File: src/rtl/spc_consts.svh
// Register offsets, field positions, reset values and frame counts of the synthesizer config block.
`ifndef SPC_CONSTS_SVH
`define SPC_CONSTS_SVH

// ----------------------------------------------------------------------------
// Register map
// ----------------------------------------------------------------------------
`define SPC_ADDR_W 15
`define SPC_OFS_REF_OUT 15'h003C
`define SPC_OFS_FB_DIV_VP 15'h003D
`define SPC_OFS_FB_DIV_N 15'h003E
`define SPC_OFS_OSC_BIAS 15'h003F
`define SPC_OFS_LANE_PE 15'h0048
`define SPC_RDATA_UNMAPPED 8'h00

// ----------------------------------------------------------------------------
// Reset values
// ----------------------------------------------------------------------------
`define SPC_RST_REF_OUT 8'h01
`define SPC_RST_FB_DIV_VP 8'h00
`define SPC_RST_FB_DIV_N 8'h20
`define SPC_RST_OSC_BIAS 8'h4F
`define SPC_RST_LANE_PE 8'h00

// ----------------------------------------------------------------------------
// Field positions and codes
// ----------------------------------------------------------------------------
`define SPC_REF_EN_BIT 0
`define SPC_V_MSB 1
`define SPC_V_LSB 0
`define SPC_P_MSB 3
`define SPC_P_LSB 2
`define SPC_N_MSB 5
`define SPC_BIAS_MSB 6
`define SPC_PE_MSB 3
`define SPC_PE_W 4
`define SPC_CODE_RSVD 2'h3
`define SPC_N_MIN 6'h01
`define SPC_MAX_LANES 8

// ----------------------------------------------------------------------------
// Serial port frame: one read/write flag, 15 address bits, 8 data bits
// ----------------------------------------------------------------------------
`define SPC_HDR_BITS 5'h10
`define SPC_FRAME_BITS 5'h18

`endif

File: src/rtl/spc_pkg.sv
// Types shared by the synthesizer config block and its serial port.
`include "spc_consts.svh"
package spc_pkg;

  // --------------------------------------------------------------------------
  // Register block state
  // --------------------------------------------------------------------------
  typedef struct packed {
    logic [7:0] ref_ctrl;
    logic [7:0] fb_vp;
    logic [7:0] fb_n;
    logic [7:0] bias;
    logic [7:0] pe;
    logic [2:0] v_ratio;
    logic [2:0] p_ratio;
    logic [5:0] n_ratio;
    logic [2:0] v_cnt;
    logic [1:0] p_cnt;
    logic [5:0] n_cnt;
    logic sample_tick;
    logic fb_tick;
    logic ref_drive;
  } spc_regs_t;

  // --------------------------------------------------------------------------
  // Serial port state
  // --------------------------------------------------------------------------
  typedef struct packed {
    logic [1:0] sclk_sync;
    logic [1:0] sdi_sync;
    logic [1:0] csn_sync;
    logic sclk_prev;
    logic [4:0] bit_cnt;
    logic [22:0] in_sr;
    logic [7:0] out_sr;
    logic is_read;
    logic wr_pulse;
    logic [`SPC_ADDR_W-1:0] wr_addr;
    logic [7:0] wr_data;
  } spc_spi_t;

endpackage

File: src/rtl/spc_spi_slave.sv
// Serial configuration port slave, mode 0, 24-bit frames.
`timescale 1ns/1ps
`include "spc_consts.svh"
module spc_spi_slave (
  input wire logic clk,
  input wire logic reset_n,
  input wire logic spi_sclk,
  input wire logic spi_cs_n,
  input wire logic spi_sdi,
  output logic spi_sdo,
  output logic spi_sdo_oe,
  output logic [`SPC_ADDR_W-1:0] rd_addr,
  input wire logic [7:0] rd_data,
  output logic wr_en,
  output logic [`SPC_ADDR_W-1:0] wr_addr,
  output logic [7:0] wr_data
);

  // --------------------------------------------------------------------------
  // State
  // --------------------------------------------------------------------------
  spc_pkg::spc_spi_t st_q;
  spc_pkg::spc_spi_t st_d;
  logic csn;
  logic sclk;
  logic sdi;
  logic rise;
  logic fall;

  // Only the second synchroniser stage is looked at.
  assign csn = st_q.csn_sync[1];
  assign sclk = st_q.sclk_sync[1];
  assign sdi = st_q.sdi_sync[1];
  assign rise = sclk & ~st_q.sclk_prev;
  assign fall = ~sclk & st_q.sclk_prev;
  assign rd_addr = {st_q.in_sr[13:0], sdi};

  // --------------------------------------------------------------------------
  // Next state
  // --------------------------------------------------------------------------
  always_comb begin
    st_d = st_q;
    st_d.wr_pulse = 1'b0;
    st_d.sclk_sync = {st_q.sclk_sync[0], spi_sclk};
    st_d.sdi_sync = {st_q.sdi_sync[0], spi_sdi};
    st_d.csn_sync = {st_q.csn_sync[0], spi_cs_n};
    st_d.sclk_prev = sclk;
    if (csn) begin
      st_d.bit_cnt = 5'h00;
      st_d.is_read = 1'b0;
    end else begin
      // Bits beyond the frame are dropped so a long burst cannot corrupt a register.
      if (rise && st_q.bit_cnt != `SPC_FRAME_BITS) begin
        st_d.in_sr = {st_q.in_sr[21:0], sdi};
        st_d.bit_cnt = st_q.bit_cnt + 5'h01;
        if (st_q.bit_cnt == `SPC_HDR_BITS - 5'h01) begin
          st_d.is_read = st_q.in_sr[14];
          st_d.out_sr = rd_data;
        end
        if (st_q.bit_cnt == `SPC_FRAME_BITS - 5'h01 && !st_q.is_read) begin
          st_d.wr_pulse = 1'b1;
          st_d.wr_addr = st_q.in_sr[21:7];
          st_d.wr_data = {st_q.in_sr[6:0], sdi};
        end
      end
      if (fall && st_q.bit_cnt > `SPC_HDR_BITS) begin
        st_d.out_sr = {st_q.out_sr[6:0], 1'b0};
      end
    end
  end

  always_ff @(posedge clk) begin
    if (!reset_n) begin
      st_q <= '{sclk_sync: 2'h0, sdi_sync: 2'h0, csn_sync: 2'h3, default: '0};
    end else begin
      st_q <= st_d;
    end
  end

  assign spi_sdo = st_q.out_sr[7];
  assign spi_sdo_oe = ~csn & st_q.is_read & (st_q.bit_cnt >= `SPC_HDR_BITS);
  assign wr_en = st_q.wr_pulse;
  assign wr_addr = st_q.wr_addr;
  assign wr_data = st_q.wr_data;

endmodule

File: src/rtl/spc_config_regs.sv
// Sampling clock synthesizer configuration registers with feedback divider chain.
`timescale 1ns/1ps
`include "spc_consts.svh"
// Operation
// - The reference output is driven only while its enable bit and the synthesizer enable are 1.
// - Second divider codes 0, 1, 2 divide by 1, 2, 4; code 3 is reserved; change under reset.
// - First divider codes 0, 1, 2 divide by 5, 4, 3; code 3 is reserved; change under reset.
// - The first divider feeds the second, and the second makes the sampling clock.
// - The third divider divides the sampling clock by its 6-bit field, reset value 32.
// - One 4-bit pre-emphasis value drives all serial lanes together.
module spc_config_regs #(
  parameter int NUM_LANES = `SPC_MAX_LANES
) (
  input wire logic clk,
  input wire logic reset_n,
  input wire logic spi_sclk,
  input wire logic spi_cs_n,
  input wire logic spi_sdi,
  output logic spi_sdo,
  output logic spi_sdo_oe,
  input wire logic synth_enable,
  input wire logic synth_reset,
  input wire logic vco_tick,
  output logic synth_reference_output_en,
  output logic [2:0] v_div_ratio,
  output logic [2:0] p_div_ratio,
  output logic [5:0] n_div_ratio,
  output logic sample_tick,
  output logic fb_tick,
  output logic [`SPC_BIAS_MSB:0] oscillator_bias,
  output logic [NUM_LANES*`SPC_PE_W-1:0] lane_preemphasis
);

  // --------------------------------------------------------------------------
  // Elaboration check
  // --------------------------------------------------------------------------
  if (NUM_LANES < 1 || NUM_LANES > `SPC_MAX_LANES) begin : g_bad_lanes
    $error("NUM_LANES must lie between 1 and 8.");
  end

  // --------------------------------------------------------------------------
  // Serial port
  // --------------------------------------------------------------------------
  logic [`SPC_ADDR_W-1:0] rd_addr;
  logic [7:0] rd_data;
  logic wr_en;
  logic [`SPC_ADDR_W-1:0] wr_addr;
  logic [7:0] wr_data;

  spc_spi_slave spc_spi_slave_i (
    .clk(clk),
    .reset_n(reset_n),
    .spi_sclk(spi_sclk),
    .spi_cs_n(spi_cs_n),
    .spi_sdi(spi_sdi),
    .spi_sdo(spi_sdo),
    .spi_sdo_oe(spi_sdo_oe),
    .rd_addr(rd_addr),
    .rd_data(rd_data),
    .wr_en(wr_en),
    .wr_addr(wr_addr),
    .wr_data(wr_data)
  );

  // --------------------------------------------------------------------------
  // Divider code maps
  // --------------------------------------------------------------------------
  function automatic logic [2:0] v_map(input logic [1:0] code);
    logic [2:0] r;
    r = 3'h5;
    case (code)
      2'h0: r = 3'h5;
      2'h1: r = 3'h4;
      2'h2: r = 3'h3;
      default: r = 3'h5;
    endcase
    return r;
  endfunction

  function automatic logic [2:0] p_map(input logic [1:0] code);
    logic [2:0] r;
    r = 3'h1;
    case (code)
      2'h0: r = 3'h1;
      2'h1: r = 3'h2;
      2'h2: r = 3'h4;
      default: r = 3'h1;
    endcase
    return r;
  endfunction

  // --------------------------------------------------------------------------
  // State
  // --------------------------------------------------------------------------
  localparam spc_pkg::spc_regs_t RST = '{
    ref_ctrl: `SPC_RST_REF_OUT,
    fb_vp: `SPC_RST_FB_DIV_VP,
    fb_n: `SPC_RST_FB_DIV_N,
    bias: `SPC_RST_OSC_BIAS,
    pe: `SPC_RST_LANE_PE,
    v_ratio: 3'h5,
    p_ratio: 3'h1,
    n_ratio: 6'(`SPC_RST_FB_DIV_N),
    default: '0
  };

  spc_pkg::spc_regs_t st_q;
  spc_pkg::spc_regs_t st_d;
  logic [1:0] v_code;
  logic [1:0] p_code;
  logic [5:0] n_code;
  logic v_wrap;
  logic p_wrap;
  logic n_wrap;

  assign v_code = st_q.fb_vp[`SPC_V_MSB:`SPC_V_LSB];
  assign p_code = st_q.fb_vp[`SPC_P_MSB:`SPC_P_LSB];
  assign n_code = st_q.fb_n[`SPC_N_MSB:0];
  assign v_wrap = st_q.v_cnt == 3'(st_q.v_ratio - 3'h1);
  assign p_wrap = st_q.p_cnt == 2'(st_q.p_ratio - 3'h1);
  assign n_wrap = st_q.n_cnt == st_q.n_ratio - 6'h01;

  // --------------------------------------------------------------------------
  // Read mux
  // --------------------------------------------------------------------------
  always_comb begin
    case (rd_addr)
      `SPC_OFS_REF_OUT: rd_data = st_q.ref_ctrl;
      `SPC_OFS_FB_DIV_VP: rd_data = st_q.fb_vp;
      `SPC_OFS_FB_DIV_N: rd_data = st_q.fb_n;
      `SPC_OFS_OSC_BIAS: rd_data = st_q.bias;
      `SPC_OFS_LANE_PE: rd_data = st_q.pe;
      default: rd_data = `SPC_RDATA_UNMAPPED;
    endcase
  end

  // --------------------------------------------------------------------------
  // Next state
  // --------------------------------------------------------------------------
  always_comb begin
    st_d = st_q;
    st_d.sample_tick = 1'b0;
    st_d.fb_tick = 1'b0;
    // Reserved bits are stored as written; software keeps them at reset value.
    if (wr_en) begin
      case (wr_addr)
        `SPC_OFS_REF_OUT: st_d.ref_ctrl = wr_data;
        `SPC_OFS_FB_DIV_VP: st_d.fb_vp = wr_data;
        `SPC_OFS_FB_DIV_N: st_d.fb_n = wr_data;
        `SPC_OFS_OSC_BIAS: st_d.bias = wr_data;
        `SPC_OFS_LANE_PE: st_d.pe = wr_data;
        default: st_d.ref_ctrl = st_q.ref_ctrl;
      endcase
    end
    st_d.ref_drive = st_q.ref_ctrl[`SPC_REF_EN_BIT] & synth_enable;
    if (synth_reset) begin
      // Ratios load only here, so a write while running cannot glitch the loop.
      if (v_code != `SPC_CODE_RSVD) begin
        st_d.v_ratio = v_map(v_code);
      end
      if (p_code != `SPC_CODE_RSVD) begin
        st_d.p_ratio = p_map(p_code);
      end
      if (n_code >= `SPC_N_MIN) begin
        st_d.n_ratio = n_code;
      end
      st_d.v_cnt = 3'h0;
      st_d.p_cnt = 2'h0;
      st_d.n_cnt = 6'h00;
    end else if (vco_tick) begin
      st_d.v_cnt = v_wrap ? 3'h0 : st_q.v_cnt + 3'h1;
      if (v_wrap) begin
        st_d.p_cnt = p_wrap ? 2'h0 : st_q.p_cnt + 2'h1;
        if (p_wrap) begin
          st_d.sample_tick = 1'b1;
          st_d.n_cnt = n_wrap ? 6'h00 : st_q.n_cnt + 6'h01;
          st_d.fb_tick = n_wrap;
        end
      end
    end
  end

  always_ff @(posedge clk) begin
    if (!reset_n) begin
      st_q <= RST;
    end else begin
      st_q <= st_d;
    end
  end

  // --------------------------------------------------------------------------
  // Outputs
  // --------------------------------------------------------------------------
  assign synth_reference_output_en = st_q.ref_drive;
  assign v_div_ratio = st_q.v_ratio;
  assign p_div_ratio = st_q.p_ratio;
  assign n_div_ratio = st_q.n_ratio;
  assign sample_tick = st_q.sample_tick;
  assign fb_tick = st_q.fb_tick;
  assign oscillator_bias = st_q.bias[`SPC_BIAS_MSB:0];

  for (genvar i = 0; i < NUM_LANES; i++) begin : g_lane
    assign lane_preemphasis[i*`SPC_PE_W +: `SPC_PE_W] = st_q.pe[`SPC_PE_MSB:0];
  end
endmodule

File: config.mk
export PLATFORM = sky130hd
export DESIGN_NAME = spc_config_regs
export DESIGN_NICKNAME = d
export VERILOG_FILES = /design/src/rtl/spc_pkg.sv /design/src/rtl/spc_spi_slave.sv /design/src/rtl/spc_config_regs.sv
export VERILOG_INCLUDE_DIRS = /design/src /design/src/rtl
export SDC_FILE = /design/constraint.sdc
export NUM_CORES = 1
export LEC_CHECK = 0
export BUFFER_PORTS_ARGS = -buffer_cell sky130_fd_sc_hd__buf_2
export CAP_MARGIN = 20
export CORE_ASPECT_RATIO = 0.8
export CORE_MARGIN = 5
export CORE_UTILIZATION = 51
export CTS_CLUSTER_SIZE = 10
export DETAILED_ROUTE_END_ITERATION = 10
export PLACE_DENSITY_LB_ADDON = 0.15
export SLEW_MARGIN = 20
export SYNTH_ARGS = -nofsm -noshare
export SYNTH_HDL_FRONTEND = slang
export SYNTH_SLANG_ARGS = --single-unit
File: constraint.sdc
create_clock -name clk -period 4.8 [get_ports clk]
set_input_delay 0.72 -clock clk [delete_from_list [all_inputs] [get_ports clk]]
set_output_delay 0.72 -clock clk [all_outputs]
set_load 0.05 [all_outputs]
==> summary.txt <==
Reg clk slew, reported paths - 60 ps
Register area share after synthesis - 43.0%
Diodes inserted - 0
Gr usage total - 19.0%
First-pass GRT wire length - 22300 um
Die area - 0.0145 mm^2
Crit path launch type - register
Vias/cell - 5.27
Worst hold path depth - 1
Leak pwr - 2.62 nW
Setup_tns - 0 ps
Pins Over Slew Limit - 0
Critical Path RT - 5080 ps
Iteration-0 DRC count of the detailed router - 346
Routed Antenna Nets - 0
Initial Util - 51.5%
Die height - 109 um
Synth Instances - 692
Hold WC Path Type - register to register
Layout cell share with drive strength beyond 1 - 15.9%
Die width - 133 um
Most common cell after layout, fill and taps aside - nand2_1
Worst reg2reg startpoint - spc_spi_slave_i.st_q[56]$_SDFFE_PP0P_
Min Clock Period, post-route - 2590 ps
Fin nets - 715
Post-CTS Hold Fix Bufs - 0
TritonCTS buffer count - 17
Most area-consuming cells after synthesis - dfxtp_1 (43%), nand2_1 (8.8%), mux2i_1 (7.1%)
Worst slew pin tran - 908 ps
Area growth syn-to-layout - 10.9%
Port Buffers - 63
H-Tree Depth - 4
Largest net degree at the start of global routing - 99
Net Count, Synth - 710
Yosys warns - 0
# DRC - 0
Post_cts resized - 0
Number of setup violations in the final report - 0
Post-synth EDFFs - 0
Period utilisation layout - 53.9%
Core area - 0.0120 mm^2
Clk sink count - 133
TritonCTS clock tree - done
Grt total ovfl - 0
CP Class - register to register
Row count - 36
Main synth FF type - dfxtp_1
Total wire length - 13400 um
Synth cell types - 51
R2r worst-path depth - 9
Dpl cells - 830
RSZ-0062 raised after global routing - false
Overall power - 0.00261 W
WP data arrival - 2870 ps
Wire per inst - 15.5 um
Rel. slew slack - 39.3%
Clk_skew - 10.4 ps
GPL Wtd Cong - 0.838
Seq cells post-synth - 133
I/O pin cnt - 64
Fill count - 1071
Ys async rst share - 0%
Multi-input gate area - 0.00297 mm^2
Post-CTS setup buffers - 0
Root buffer cell - clkbuf_16
Mapped Avg Cell Area - 8.96 um^2
Initial antenna violation count - 0
HPWL Detailed - 9160 um
Final Non-Filler Cells - 862
Cell taking the most area after synthesis - dfxtp_1
Critical path peak fanout - 24
Peak VDD IR - 0.284 mV
Vias in the first global route - 4442
Most frequent cells in the layout - nand2_1 (145), dfxtp_1 (133), buf_2 (63)
FF-to-FF End - spc_spi_slave_i.wr_data[4]$_SDFFE_PN0P_
Final Hold Fails - 0
Max-capacitance violation count - 0
CTS max path bufs - 2
PwrDens - 379 mW/mm^2
Yosys top cell area share - 43.0%
FF/Latch Area - 0.00266 mm^2
CP Capture Type - register
Via count - 4545
Max Freq - 387 MHz
Status - complete, no violations
Initial DRT Pass Iterations - 5
R2R setup slack - 2210 ps
Hold Crit Start - spc_spi_slave_i.st_d[63]$_SDFF_PN1_
Syn Std Cell Area - 0.00620 mm^2
Clk_lat worst skew - 410 ps
Hold Path Sink - spc_spi_slave_i.csn$_SDFF_PN1_
-- power breakdown --
part | total [W] | internal (W) | switching (W)
sequential | 0.00112 | 0.00111 | 0.00000622
clock | 0.00142 | 0.000935 | 0.000487
combinational | 0.0000676 | 0.0000263 | 0.0000414
-- sequential cells by signal, summed over array words and instances (netlist names), 2 cells and up --
| signal | cells |
|---|---|
| spc_spi_slave_i.st_q | 22 |
| p_code | 2 |
| st_q | 32 |
| spc_spi_slave_i.st_d | 3 |
| p_div_ratio | 3 |
| lane_preemphasis | 4 |
| v_div_ratio | 3 |
| n_div_ratio | 6 |
| spc_spi_slave_i.rd_addr | 15 |
| spc_spi_slave_i.wr_addr | 15 |
| n_code | 6 |
| spc_spi_slave_i.wr_data | 8 |
| oscillator_bias | 7 |
-- cell families (layout without fill, tap and decap cells) --
kind of cell / count (synthesis) / after routing / share of synthesized area, %
adder cells (fa/ha/maj): 10 / 10 / 2.02
AO/OA/AOI/OAI: 114 / 114 / 12.8
multiplexers: 50 / 50 / 8.38
buffers and inverters: 97 / 115 / 9.06
XOR/XNOR: 18 / 18 / 2.77
flip-flops: 133 / 133 / 43.0
AND/OR/NAND/NOR: 270 / 270 / 22.0
-- stage by stage --
stage | cell area [um^2] | utilization, % | hold WS, ps | worst slack [ps]
final | 6880 | 57.2 | 427 | 2210
after global routing | 6880 | 57.2 | 439 | 1850
after CTS | 6880 | 57.2 | 425 | 2190
after detailed placement | 6230 | 51.8 | 417 | 2240
after global placement | 6230 | 51.8 | 398 | 2340
after floorplan | 6200 | - | 386 | 2820
-- per-layer routing --
metal	wire length (um)	track usage (%)
met1	6470	25.3
met2	6110	30.8
met3	564	4.56
met4	209	6.02
met5	0	0
-- critical path, stage by stage (launching register included) --
cell      delay, ps
dfxtp_1         380
inv_1            60
ha_1            190
nand2b_1        120
o21ai_0         150
nor2_1          120
buf_4           260
nand4_1         750
nand2_1         280
a21boi_0        130
-- how the worst max path moves through the flow --
stage                                            startpoint  slack, ps                                 endpoint
floorplan           spc_spi_slave_i.rd_addr[9]$_SDFFE_PN0P_       2820     spc_spi_slave_i.spi_sdo$_SDFFE_PN0P_
global placement      spc_spi_slave_i.st_q[56]$_SDFFE_PP0P_       2340  spc_spi_slave_i.wr_addr[3]$_SDFFE_PN0P_
detailed placement    spc_spi_slave_i.st_q[56]$_SDFFE_PP0P_       2240  spc_spi_slave_i.wr_addr[3]$_SDFFE_PN0P_
CTS                   spc_spi_slave_i.st_q[56]$_SDFFE_PP0P_       2190  spc_spi_slave_i.wr_data[4]$_SDFFE_PN0P_
global route          spc_spi_slave_i.st_q[56]$_SDFFE_PP0P_       1850  spc_spi_slave_i.wr_data[1]$_SDFFE_PN0P_
finish                spc_spi_slave_i.st_q[56]$_SDFFE_PP0P_       2210  spc_spi_slave_i.wr_data[4]$_SDFFE_PN0P_
-- cells in the mapped netlist (6+ instances only) --
master / instances
nand2b_1: 10
inv_1: 17
a22o_1: 7
nor2b_1: 40
a21oi_1: 6
buf_4: 51
o21ai_0: 11
a21boi_0: 49
nand3_1: 9
xor2_1: 8
ha_1: 10
o21ai_1: 8
nor2_1: 21
dfxtp_1: 133
and2_1: 7
mux2i_1: 44
nand2_1: 145
xnor2_1: 9
nor3_1: 6
clkbuf_1: 23
a22oi_1: 16
-- cell type report --
type                    count  share of cell area [%]
well taps                 152                    2.77
flip-flops and latches    133                    38.7
repair buffers             66                    4.91
multi-input cells         462                    43.2
clock inverters            13                    2.98
clock buffers              19                    6.44
inverters                  17                   0.928
Power figures use the tool's default switching activity.
